<file path="config.mk">
export PLATFORM = sky130hd
export DESIGN_NAME = osc_ctrl_regs
export DESIGN_NICKNAME = d
export VERILOG_FILES = /design/src/osc_ctrl_pkg.sv /design/src/osc_ctrl_regs.sv
export VERILOG_INCLUDE_DIRS = /design/src
export SDC_FILE = /design/constraint.sdc
export NUM_CORES = 1
export LEC_CHECK = 0
export BUFFER_PORTS_ARGS = -buffer_cell sky130_fd_sc_hd__buf_2
export CAP_MARGIN = 40
export CORE_MARGIN = 3
export CORE_UTILIZATION = 51
export CTS_CLUSTER_DIAMETER = 60
export DETAILED_ROUTE_END_ITERATION = 10
export PLACE_DENSITY = 0.84
export SYNTH_ARGS = -nofsm -noshare
export SYNTH_HDL_FRONTEND = slang
export SYNTH_SLANG_ARGS = --single-unit
</file>
<file path="constraint.sdc">
create_clock -name ref_clk -period 2.1 [get_ports ref_clk]
set_clock_uncertainty 0.15 [all_clocks]
set_input_delay 0.21 -clock ref_clk [delete_from_list [all_inputs] [get_ports ref_clk]]
set_output_delay 0.21 -clock ref_clk [all_outputs]
set_load 0.01 [all_outputs]
</file>
<file path="src/osc_ctrl_map.svh">
// register offsets, field positions, reset values and unlock keys of the
// oscillator control block; included by its bare name
`ifndef OSC_CTRL_MAP_SVH
`define OSC_CTRL_MAP_SVH

// register indices on the plain register port
`define OSC_IDX_CTRL      3'h0
`define OSC_IDX_DIV       3'h1
`define OSC_IDX_FBD       3'h2
`define OSC_IDX_TUN       3'h3
`define OSC_IDX_UNLOCK    3'h4

// oscillator_control fields
`define OSC_CUR_LSB       12
`define OSC_NEW_LSB       8
`define OSC_FREEZE_BIT    7
`define OSC_PINMAP_BIT    6
`define OSC_PLLLOCK_BIT   5
`define OSC_FAIL_BIT      3
`define OSC_SECEN_BIT     1
`define OSC_SWREQ_BIT     0

// clock_divisor fields
`define DIV_ROI_BIT       15
`define DIV_DOZE_LSB      12
`define DIV_SLOWDOWN_ENABLE_BIT     11
`define DIV_FRC_LSB       8
`define DIV_POST_LSB      6
`define DIV_PRE_LSB       0

// reset values
`define DIV_RESET         16'h3040
`define FBD_RESET         9'h030
`define TUN_RESET         6'h00
`define DOZE_RESET        3'h3
`define POST_RESET        2'h1

// codes
`define SRC_FRC_PLL       3'h1
`define SRC_PRI_PLL       3'h3
`define POST_RESERVED     2'h2
`define MODE_SW_ONLY      2'h1
`define MODE_BOTH_ON      2'h0

// unlock key pair written to the unlock index
`define UNLOCK_KEY1       16'h00AA
`define UNLOCK_KEY2       16'h0055

`endif

</file>
<file path="src/osc_ctrl_pkg.sv">
// types shared by the oscillator control block
// assumes the map header supplies all numeric constants
package osc_ctrl_pkg;

  typedef struct packed {
    logic [2:0]  addr;
    logic [15:0] wdata;
    logic        wr;
    logic        rd;
  } reg_req_s;

  typedef struct packed {
    logic [2:0] target;
    logic       req;
  } switch_cmd_s;

  typedef enum logic [1:0] {
    SW_IDLE,
    SW_BUSY,
    SW_BOOT
  } switch_state_e;

endpackage : osc_ctrl_pkg

</file>
<file path="src/osc_ctrl_regs.sv">
// run-time register block of the oscillator system
// assumes rst is the power-on reset only; straps stable around its release;
// clock mux answers a switch command with a one-cycle done pulse
//
// Overview of operation
// - only power-on reset restores register contents
// - read-only current source field, eight codes
// - source fields loaded from nonvolatile straps
// - request bit starts switch, cleared when done
// - freeze bit blocks switching in mode 01
// - pin map freeze rejects pin-select writes
// - lock bit: PLL locked and enabled
// - fail flag sticky until software clears
// - control writes need unlock sequence first
// - secondary enable bit drives secondary oscillator
// - interrupt clears slowdown enable when recovering
// - slowdown field selects power-of-two divide
// - slowdown disabled forces ratio one to one
// - fast RC postscaler divides 1 to 256
// - PLL output divider 2, 4, 8; 10 reserved
// - PLL prescaler divides by code plus two
// - PLL multiplier code plus two, reset 50
// - six-bit fast RC trim in tuning register
// - unimplemented bits read zero, writes ignored
// - mode 00 both, 01 switching, 1x none
//
// Chosen here: the address-and-strobe port and the placing of the registers.
`timescale 1ns/1ns
`default_nettype none
`include "osc_ctrl_map.svh"

module osc_ctrl_regs #(
  parameter int unsigned SRC_W  = 3,
  parameter int unsigned FBD_W  = 9,
  parameter int unsigned TUN_W  = 6
) (
  input  wire logic                      ref_clk,
  input  wire logic                      rst,
  input  wire osc_ctrl_pkg::reg_req_s    bus_req,
  output logic [15:0]                    rdata,
  input  wire logic [SRC_W-1:0]          initial_source_setting,
  input  wire logic [1:0]                switching_mode_setting,
  output osc_ctrl_pkg::switch_cmd_s      switch_cmd,
  input  wire logic                      switch_done,
  input  wire logic                      pll_lock_in,
  input  wire logic                      clock_fail_detect,
  input  wire logic                      irq_event,
  input  wire logic                      pin_select_wr_req,
  output logic                           pin_select_wr_accept,
  output logic                           secondary_osc_en,
  output logic [SRC_W-1:0]               current_source,
  output logic [7:0]                     doze_divide,
  output logic [8:0]                     fast_rc_divide,
  output logic [3:0]                     pll_post_divide,
  output logic [5:0]                     pll_pre_divide,
  output logic [9:0]                     pll_multiplier,
  output logic [TUN_W-1:0]               fast_rc_trim
);

  // 2**code, used by both the slowdown and postscaler decode
  function automatic logic [8:0] pow2(input logic [2:0] code);
    pow2 = 9'h001 << code;
  endfunction : pow2

  osc_ctrl_pkg::switch_state_e state_q, state_d;
  logic [SRC_W-1:0] cur_q, new_q;
  logic             freeze_q, pinmap_q, fail_q, secen_q, swreq_q;
  logic             roi_q, slowdown_enable_q;
  logic [2:0]       doze_q, fast_rc_postscale_q;
  logic [1:0]       post_q;
  logic [4:0]       pre_q;
  logic [FBD_W-1:0] fbd_q;
  logic [TUN_W-1:0] tun_q;
  logic             key1_q, unlocked_q;
  logic [15:0]      rdata_q;

  // register port decode
  wire wr_ctrl   = bus_req.wr && bus_req.addr == `OSC_IDX_CTRL;
  wire wr_div    = bus_req.wr && bus_req.addr == `OSC_IDX_DIV;
  wire wr_fbd    = bus_req.wr && bus_req.addr == `OSC_IDX_FBD;
  wire wr_tun    = bus_req.wr && bus_req.addr == `OSC_IDX_TUN;
  wire wr_unlock = bus_req.wr && bus_req.addr == `OSC_IDX_UNLOCK;
  wire [15:0] wd = bus_req.wdata;

  wire ctrl_ok   = wr_ctrl && unlocked_q;

  wire sw_allowed  = !switching_mode_setting[1];
  wire monitor_on  = switching_mode_setting == `MODE_BOTH_ON;
  // freeze blocks only in switching-only mode
  wire frozen      = freeze_q && switching_mode_setting == `MODE_SW_ONLY;
  // a new request is taken only when switching may proceed
  wire req_take    = ctrl_ok && wd[`OSC_SWREQ_BIT] && state_q == osc_ctrl_pkg::SW_IDLE
                     && sw_allowed && !frozen;
  wire post_wr_ok  = wd[`DIV_POST_LSB +: 2] != `POST_RESERVED;

  // lock status only with a PLL source selected
  wire pll_in_use  = cur_q == `SRC_FRC_PLL || cur_q == `SRC_PRI_PLL;
  wire lock_status = pll_lock_in && pll_in_use;

  // read images; unimplemented positions are zero
  wire [15:0] ctrl_img = {1'b0, cur_q, 1'b0, new_q, freeze_q, pinmap_q, lock_status, 1'b0,
                          fail_q, 1'b0, secen_q, swreq_q};
  wire [15:0] div_img  = {roi_q, doze_q, slowdown_enable_q, fast_rc_postscale_q, post_q, 1'b0, pre_q};
  wire [15:0] fbd_img  = {{(16-FBD_W){1'b0}}, fbd_q};
  wire [15:0] tun_img  = {{(16-TUN_W){1'b0}}, tun_q};
  wire [15:0] rd_mux   = bus_req.addr == `OSC_IDX_CTRL ? ctrl_img :
                         bus_req.addr == `OSC_IDX_DIV  ? div_img  :
                         bus_req.addr == `OSC_IDX_FBD  ? fbd_img  :
                         bus_req.addr == `OSC_IDX_TUN  ? tun_img  : 16'h0000;

  // switch sequencer
  always_comb begin
    state_d = state_q;
    unique case (state_q)
      osc_ctrl_pkg::SW_BOOT: state_d = osc_ctrl_pkg::SW_IDLE;
      osc_ctrl_pkg::SW_IDLE: if (req_take) state_d = osc_ctrl_pkg::SW_BUSY;
      osc_ctrl_pkg::SW_BUSY: if (switch_done) state_d = osc_ctrl_pkg::SW_IDLE;
      default: state_d = osc_ctrl_pkg::SW_IDLE;
    endcase
  end

  // sequencer state set to boot by power-on reset only
  always_ff @(posedge ref_clk or posedge rst) begin
    if (rst) begin
      state_q <= osc_ctrl_pkg::SW_BOOT;
    end else begin
      state_q <= state_d;
    end
  end

  // source fields: straps at boot, then control writes and switch completion
  always_ff @(posedge ref_clk or posedge rst) begin
    if (rst) begin
      cur_q   <= '0;
      new_q   <= '0;
      swreq_q <= 1'b0;
    end else if (state_q == osc_ctrl_pkg::SW_BOOT) begin
      cur_q   <= initial_source_setting;
      new_q   <= initial_source_setting;
    end else if (state_q == osc_ctrl_pkg::SW_BUSY) begin
      if (switch_done) begin
        cur_q   <= new_q;
        swreq_q <= 1'b0;
      end
    end else if (ctrl_ok) begin
      new_q   <= wd[`OSC_NEW_LSB +: SRC_W];
      swreq_q <= req_take;
    end
  end

  always_ff @(posedge ref_clk or posedge rst) begin
    if (rst) begin
      freeze_q <= 1'b0;
      pinmap_q <= 1'b0;
      secen_q  <= 1'b0;
    end else if (ctrl_ok) begin
      freeze_q <= wd[`OSC_FREEZE_BIT];
      pinmap_q <= wd[`OSC_PINMAP_BIT];
      secen_q  <= wd[`OSC_SECEN_BIT];
    end
  end

  // sticky fail flag; a new failure wins over a software clear
  always_ff @(posedge ref_clk or posedge rst) begin
    if (rst) begin
      fail_q <= 1'b0;
    end else if (clock_fail_detect && monitor_on) begin
      fail_q <= 1'b1;
    end else if (ctrl_ok && !wd[`OSC_FAIL_BIT]) begin
      fail_q <= 1'b0;
    end
  end

  // unlock: key1 then key2 back to back; consumed by the next write
  always_ff @(posedge ref_clk or posedge rst) begin
    if (rst) begin
      key1_q     <= 1'b0;
      unlocked_q <= 1'b0;
    end else if (bus_req.wr) begin
      key1_q     <= wr_unlock && wd == `UNLOCK_KEY1;
      unlocked_q <= wr_unlock && wd == `UNLOCK_KEY2 && key1_q;
    end
  end

  always_ff @(posedge ref_clk or posedge rst) begin
    if (rst) begin
      roi_q    <= 1'b0;
      doze_q   <= `DOZE_RESET;
      slowdown_enable_q  <= 1'b0;
      fast_rc_postscale_q <= 3'h0;
      post_q   <= `POST_RESET;
      pre_q    <= 5'h00;
    end else begin
      if (wr_div) begin
        roi_q    <= wd[`DIV_ROI_BIT];
        doze_q   <= wd[`DIV_DOZE_LSB +: 3];
        fast_rc_postscale_q <= wd[`DIV_FRC_LSB +: 3];
        pre_q    <= wd[`DIV_PRE_LSB +: 5];
        if (post_wr_ok) begin
          post_q <= wd[`DIV_POST_LSB +: 2];
        end
      end
      // interrupt recovery wins over a same-cycle write
      if (irq_event && (wr_div ? wd[`DIV_ROI_BIT] : roi_q)) begin
        slowdown_enable_q <= 1'b0;
      end else if (wr_div) begin
        slowdown_enable_q <= wd[`DIV_SLOWDOWN_ENABLE_BIT];
      end
    end
  end

  always_ff @(posedge ref_clk or posedge rst) begin
    if (rst) begin
      fbd_q <= `FBD_RESET;
      tun_q <= `TUN_RESET;
    end else begin
      if (wr_fbd) fbd_q <= wd[FBD_W-1:0];
      if (wr_tun) tun_q <= wd[TUN_W-1:0];
    end
  end

  // read data stand one cycle after the strobe, zero otherwise
  always_ff @(posedge ref_clk or posedge rst) begin
    if (rst) begin
      rdata_q <= 16'h0000;
    end else begin
      rdata_q <= bus_req.rd ? rd_mux : 16'h0000;
    end
  end

  assign rdata = rdata_q;

  // command to the clock mux while a switch is pending
  assign switch_cmd = '{target: new_q, req: state_q == osc_ctrl_pkg::SW_BUSY};
  assign pin_select_wr_accept = pin_select_wr_req && !pinmap_q;
  assign secondary_osc_en = secen_q;
  assign current_source   = cur_q;
  // slowdown ratio, forced to one when disabled
  wire [8:0] doze_pow    = pow2(doze_q);
  assign doze_divide     = slowdown_enable_q ? doze_pow[7:0] : 8'h01;
  assign fast_rc_divide  = fast_rc_postscale_q == 3'h7 ? 9'h100 : pow2(fast_rc_postscale_q);
  assign pll_post_divide = post_q == 2'h3 ? 4'h8 : (post_q == 2'h1 ? 4'h4 : 4'h2);
  assign pll_pre_divide  = {1'b0, pre_q} + 6'h02;
  assign pll_multiplier  = {1'b0, fbd_q} + 10'h002;
  assign fast_rc_trim    = tun_q;
endmodule : osc_ctrl_regs

`default_nettype wire

</file>
## Yosys cells after proc, flatten, opt, wreduce, memory -nomap -nowiden

Cells that the tools add are included.
W data, S select, Z words.

| storage, ports and cells | value |
|---|---|
| output and inout bits | 68 |
| bits in latches | 0 |
| word-level logic and storage cells | 106 |
| bits in writable memories | 0 |
| register bits after elaboration | 61 |
| input port bits | 33 |
| memories kept | 0 |
| memory bits (read-only) | 0 |

| operators by class | value |
|---|---|
| div/mod/pow operators | 0 |
| mux-type cells | 26 |
| order comparisons | 0 |
| bitwise gates (word level) | 1 |
| shift-type cells | 2 |
| add/sub/neg operators | 2 |
| equal/unequal tests | 18 |
| reductions and logical operators | 38 |
| $mul | 0 |

Operators with widths:

| kind | count |
|---|---|
| $mux W16 | 3 |
| $mux W3 | 7 |
| $logic_and A1 B1 Y1 | 19 |
| $mux W9 | 2 |
| $eq A16 B7 Y1 const B | 1 |
| $eq A16 B8 Y1 const B | 1 |
| $reduce_bool A2 Y1 | 6 |
| $add A9 B2 Y10 const B | 1 |
| $eq A3 B2 Y1 const B | 3 |
| $shl A1 B3 Y9 const A | 1 |
| $mux W1 | 8 |
| $mux W8 | 1 |
| $reduce_and A2 Y1 | 4 |
| $shl A1 B3 Y8 const A | 1 |
| $add A5 B2 Y6 const B | 1 |
| $eq A2 B1 Y1 const B | 3 |
| $eq A3 B1 Y1 const B | 2 |
| $eq A3 B3 Y1 const B | 2 |
| $mux W6 | 1 |
| $eq A2 B2 Y1 const B | 2 |
| $logic_not A1 Y1 | 4 |
| $logic_not A2 Y1 | 2 |
| $mux W2 | 2 |
| $mux W4 | 1 |
| 7 further kinds | 9 |

## Depth between registers and ports, before layout

| logic depth | value |
|---|---|
| depth after elaboration | 9 |
| depth in mapped cells | 6 |
| gate-level depth less buffers | 5 |

## Worst setup path before layout

Ideal clock, no wire load.

| path | value |
|---|---|
| path kind | register -> register |
| start point | register state_q[1] |
| end point | register state_q[1] |
| clock period less this slack | 1.638 ns |
| cell stages (with the launch flop) | 6 |
| arrival | 1.409 ns |
| setup time | 0.078 ns |
| data required time | 1.872 ns |
| setup slack | 0.462 ns |
| path buffers | 0 |
| path through | dfstp_2 -> inv_1 -> ha_1 -> nor2b_1 -> and2_1 -> a31o_2 |

RTL lines:

| item | line | source |
|---|---|---|
| from (decl) | osc_ctrl_regs.sv:65 | `osc_ctrl_pkg::switch_state_e state_q, state_d;` |
| from (signal assigned) | osc_ctrl_regs.sv:125 | `state_q <= osc_ctrl_pkg::SW_BOOT;` |
| from (signal assigned) | osc_ctrl_regs.sv:127 | `state_q <= state_d;` |

## Worst setup path after layout

| path | value |
|---|---|
| start point | register fbd_q[2] |
| end point | output pll_multiplier[7] |

| on the way | value |
|---|---|
| longest elaborated chain between the ends | 1 |

Ends and longest elaborated chain:

| item | line | source |
|---|---|---|
| from (decl) | osc_ctrl_regs.sv:72 | `logic [FBD_W-1:0] fbd_q;` |
| from (signal assigned) | osc_ctrl_regs.sv:214 | `` fbd_q <= `FBD_RESET; `` |
| from (signal assigned) | osc_ctrl_regs.sv:217 | `if (wr_fbd) fbd_q <= wd[FBD_W-1:0];` |
| $add A9 B2 Y10 | osc_ctrl_regs.sv:244 | `assign pll_multiplier = {1'b0, fbd_q} + 10'h002;` |
| to (decl) | osc_ctrl_regs.sv:56 | `output logic [9:0] pll_multiplier,` |

No other way between the ends.

==> results.yml <==
run:
  max_cap_viol_count: 0
timing:
  finalSetupViolCount: 0
  finalWorstSetupSlack_ns: 0.1529
  grt_setup_unrepaired: "false"
  maxSlewHeadroom_pct: 61.69
  worst-slew-pin-transition_ns: 0.5738
  post-route-period-util_pct: 92.72
  fin_crit_ns: 1.947
  hold_viol_final: 0
  setup_total_negative_slack_ns: 0
  max_freq_ghz: 0.5136
  report.final.slew_viol_count: 0
floorplan:
  top_level_ports: 101
  starting_density_of_the_core_pct: 54.81
  dieWidth_um: 84.33
  die_y_um: 84.33
  core_mm2: 0.005709
  placement_rows: 27
  fp.dieArea_mm2: 0.007112
finish:
  nFillCells: 433
  area.growth.synth_to_final_pct: 26.55
  multiInputGateArea_mm2: 0.001436
  fin_util_pct: 69.36
  final_layout_size_suffix_gt1_share_pct: 41.18
  final_cell_area_mm2: 0.003960
  insertedDiodeCount: 0
  seqCellArea_mm2: 0.001534
  layout.nets: 424
  post_layout_nonfiller_instances: 463
grt:
  grt_start_max_net_pins: 28
  global_route_wire_length_before_repair_mm: 13.00
  grt_antenna_before_repair: 0
  first_global_vias: 2594
  overflow: 0
  grtUsageTotal_pct: 23.30
routing:
  wl_per_cell_um: 17.22
  antenna_left: 0
  detailroute.via_count: 2566
  drt-initial-drc-count: 194
  first_pass_iters: 4
  post-route-drc-count: 0
  wirelength_mm: 7.975
  detailed_route_vias_per_instance: 5.542
critical_path:
  crit_required_ns: 1.74
  timing.setup.critical_path_class: "reg2out"
  worstSetupStartpointType: "register"
  critPathCaptureType: "primary output"
  cp.arrival_ns: 1.59
  worst-path-max-fanout: 5
logic_synthesis:
  synth.cell_area_mm2: 0.003129
  ys_ff_latch: 61
  synth.lib_cells_used.distinct: 51
  number_of_flops_mapped_to_enable_cells_by_yosys: 0
  synth-main-ff-cell: "sky130_fd_sc_hd__dfrtp_1"
  asyncSetResetFlopFracSynth_pct: 100.0
  postSynthAreaPerCell_um2: 11.22
  syn_inst: 279
  yosys_warnings: 0
  share_of_synthesized_area_occupied_by_flip_flops_and_latches_pct: 49.02
clocking:
  h-tree-depth: 3
  worst_skew_pair.late_latency_ns: 0.32
  cts-buffers-inserted: 9
  clock_tree.root_cell: "sky130_fd_sc_hd__clkbuf_8"
  clock_sinks: 61
  ctsResizeCount: 0
  cts_tree: "yes"
  clk_path_buf_depth: 2
  worst_setup_hold_path_clk_slew_ns: 0.06
placement:
  post-place-ws_ns: 0.3535
  placedInstanceArea_mm2: 0.003665
  io_buffer_count: 98
  place.gp.congestion: 0.8657
  numPlacedInstances: 440
  hpwlAfterDp_mm: 5.980
run_status:
  run_status: "finished, final reports clean"
pwr:
  power-per-cell-area_mw_per_mm2: 877.1
  peak_supply_drop_v: 0.0006082
  p_leak_nw: 1.942
worst_hold_path:
  hp-class: "in2reg"
==> worst paths after layout <==
check                                start           endpoint  slack [ns]  cells after the start
worst max-delay path              fbd_q[2]  pll_multiplier[7]        0.15                      5
worst min-delay path            bus_req[0]           rdata[5]        0.01                      2
worst max register to register  state_q[1]  current_source[0]        0.36                      3
worst min register to register      fail_q             fail_q        0.38                      2
max in group asynchronous              rst           fbd_q[5]        0.86                      4
min in group asynchronous              rst           rdata[9]        0.34                      3
==> power breakdown <==
part / switching (mW) / leakage, nW / total [mW] / internal, mW
logic: 0.390 / 1.07 / 0.781 / 0.391
registers: 0.182 / 0.756 / 1.53 / 1.35
clock network: 0.431 / 0.116 / 1.16 / 0.729
==> kinds of logic after synthesis <==
kind of cell	count (synthesis)	share of synthesized area [%]
AO/OA/AOI/OAI	41	9.716
XOR/XNOR	8	2.239
adder cells (fa/ha/maj)	5	1.999
buffers and inverters	31	5.198
flip-flops	61	49.02
multiplexers	39	14.91
other	1	0.1198
AND/OR/NAND/NOR	93	16.79
==> critical path: stages, from the launching register on <==
cell	delay, ns
sky130_fd_sc_hd__dfrtp_1	0.42
sky130_fd_sc_hd__ha_1	0.21
sky130_fd_sc_hd__nand3_1	0.12
sky130_fd_sc_hd__nor2_1	0.18
sky130_fd_sc_hd__xor2_1	0.17
sky130_fd_sc_hd__buf_2	0.16
==> area by class of cell <==
class | count | area share [%]
clock inverter | 4 | 1.769
sequential | 61 | 38.74
clock buffer | 12 | 3.918
inverter | 15 | 1.422
multi-input combinational | 188 | 36.27
tap | 72 | 2.275
timing repair buffer | 111 | 15.61
==> state kept, by name, summed over array words and instances (netlist names) <==
name	count
roi_q	1
pinmap_q	1
state_q	2
fail_q	1
post_q	2
freeze_q	1
unlocked_q	1
new_q	3
pre_q	5
slowdown_enable_q	1
key1_q	1
fast_rc_trim	6
current_source	3
fast_rc_postscale_q	3
fbd_q	9
swreq_q	1
secondary_osc_en	1
doze_q	3
rdata	16
==> metal layers <==
layer  part of all wire, %  track usage [%]  vias to the layer above
met3                   7.7            5.103                       23
met5                     0                0                        -
li1                      -                -                     1203
met1                    40            29.08                     1226
met4                   2.7            10.79                        0
met2                    49            38.74                      114
==> through the flow <==
step	power, mW	hold slack (ns)
2_1_floorplan	1.996	0.1466
3_3_place_gp	2.287	0.1454
3_5_place_dp	2.321	0.1500
4_1_cts	3.493	0.002391
5_1_grt	3.650	0.002037
6_report	3.473	0.01328
==> cells in the mapped netlist (4+ instances only) <==
cell	number	share of area, %
sky130_fd_sc_hd__a21oi_1	6	0.96
sky130_fd_sc_hd__a22o_1	6	1.7
sky130_fd_sc_hd__and3_1	6	1.2
sky130_fd_sc_hd__buf_2	4	0.64
sky130_fd_sc_hd__buf_4	5	1.2
sky130_fd_sc_hd__clkbuf_1	4	0.48
sky130_fd_sc_hd__dfrtp_1	55	44
sky130_fd_sc_hd__dfstp_2	6	5.0
sky130_fd_sc_hd__ha_1	5	2.0
sky130_fd_sc_hd__inv_1	15	1.8
sky130_fd_sc_hd__mux2_2	27	9.7
sky130_fd_sc_hd__mux2i_1	8	2.6
sky130_fd_sc_hd__nand2_1	14	1.7
sky130_fd_sc_hd__nand2b_1	7	1.4
sky130_fd_sc_hd__nand3_1	4	0.64
sky130_fd_sc_hd__nor2_1	23	2.8
sky130_fd_sc_hd__nor2b_1	8	1.6
sky130_fd_sc_hd__nor3_1	5	0.80
sky130_fd_sc_hd__nor3b_1	5	1.2
sky130_fd_sc_hd__o21ai_0	8	1.3
sky130_fd_sc_hd__xnor2_1	5	1.4
==> placed cells by master (no fill, tap or decap), types with 6 or more instances in the layout <==
cell type / instances
sky130_fd_sc_hd__a22o_1: 6
sky130_fd_sc_hd__and3_1: 6
sky130_fd_sc_hd__nor2b_1: 8
sky130_fd_sc_hd__nor2_1: 23
sky130_fd_sc_hd__o21ai_0: 8
sky130_fd_sc_hd__mux2i_1: 8
sky130_fd_sc_hd__dfrtp_1: 55
sky130_fd_sc_hd__clkbuf_8: 11
sky130_fd_sc_hd__inv_1: 14
sky130_fd_sc_hd__dfstp_2: 6
sky130_fd_sc_hd__nand2b_1: 7
sky130_fd_sc_hd__nand2_1: 14
sky130_fd_sc_hd__a21oi_1: 6
sky130_fd_sc_hd__mux2_2: 27
sky130_fd_sc_hd__dlygate4sd3_1: 7
sky130_fd_sc_hd__buf_2: 98
==> repair_timing <==
item,4_1_cts,5_1_grt
setup buffers,0,0
hold endpoints to repair,25,0
hold buffers,7,0
(Power assumes the default switching activity.)
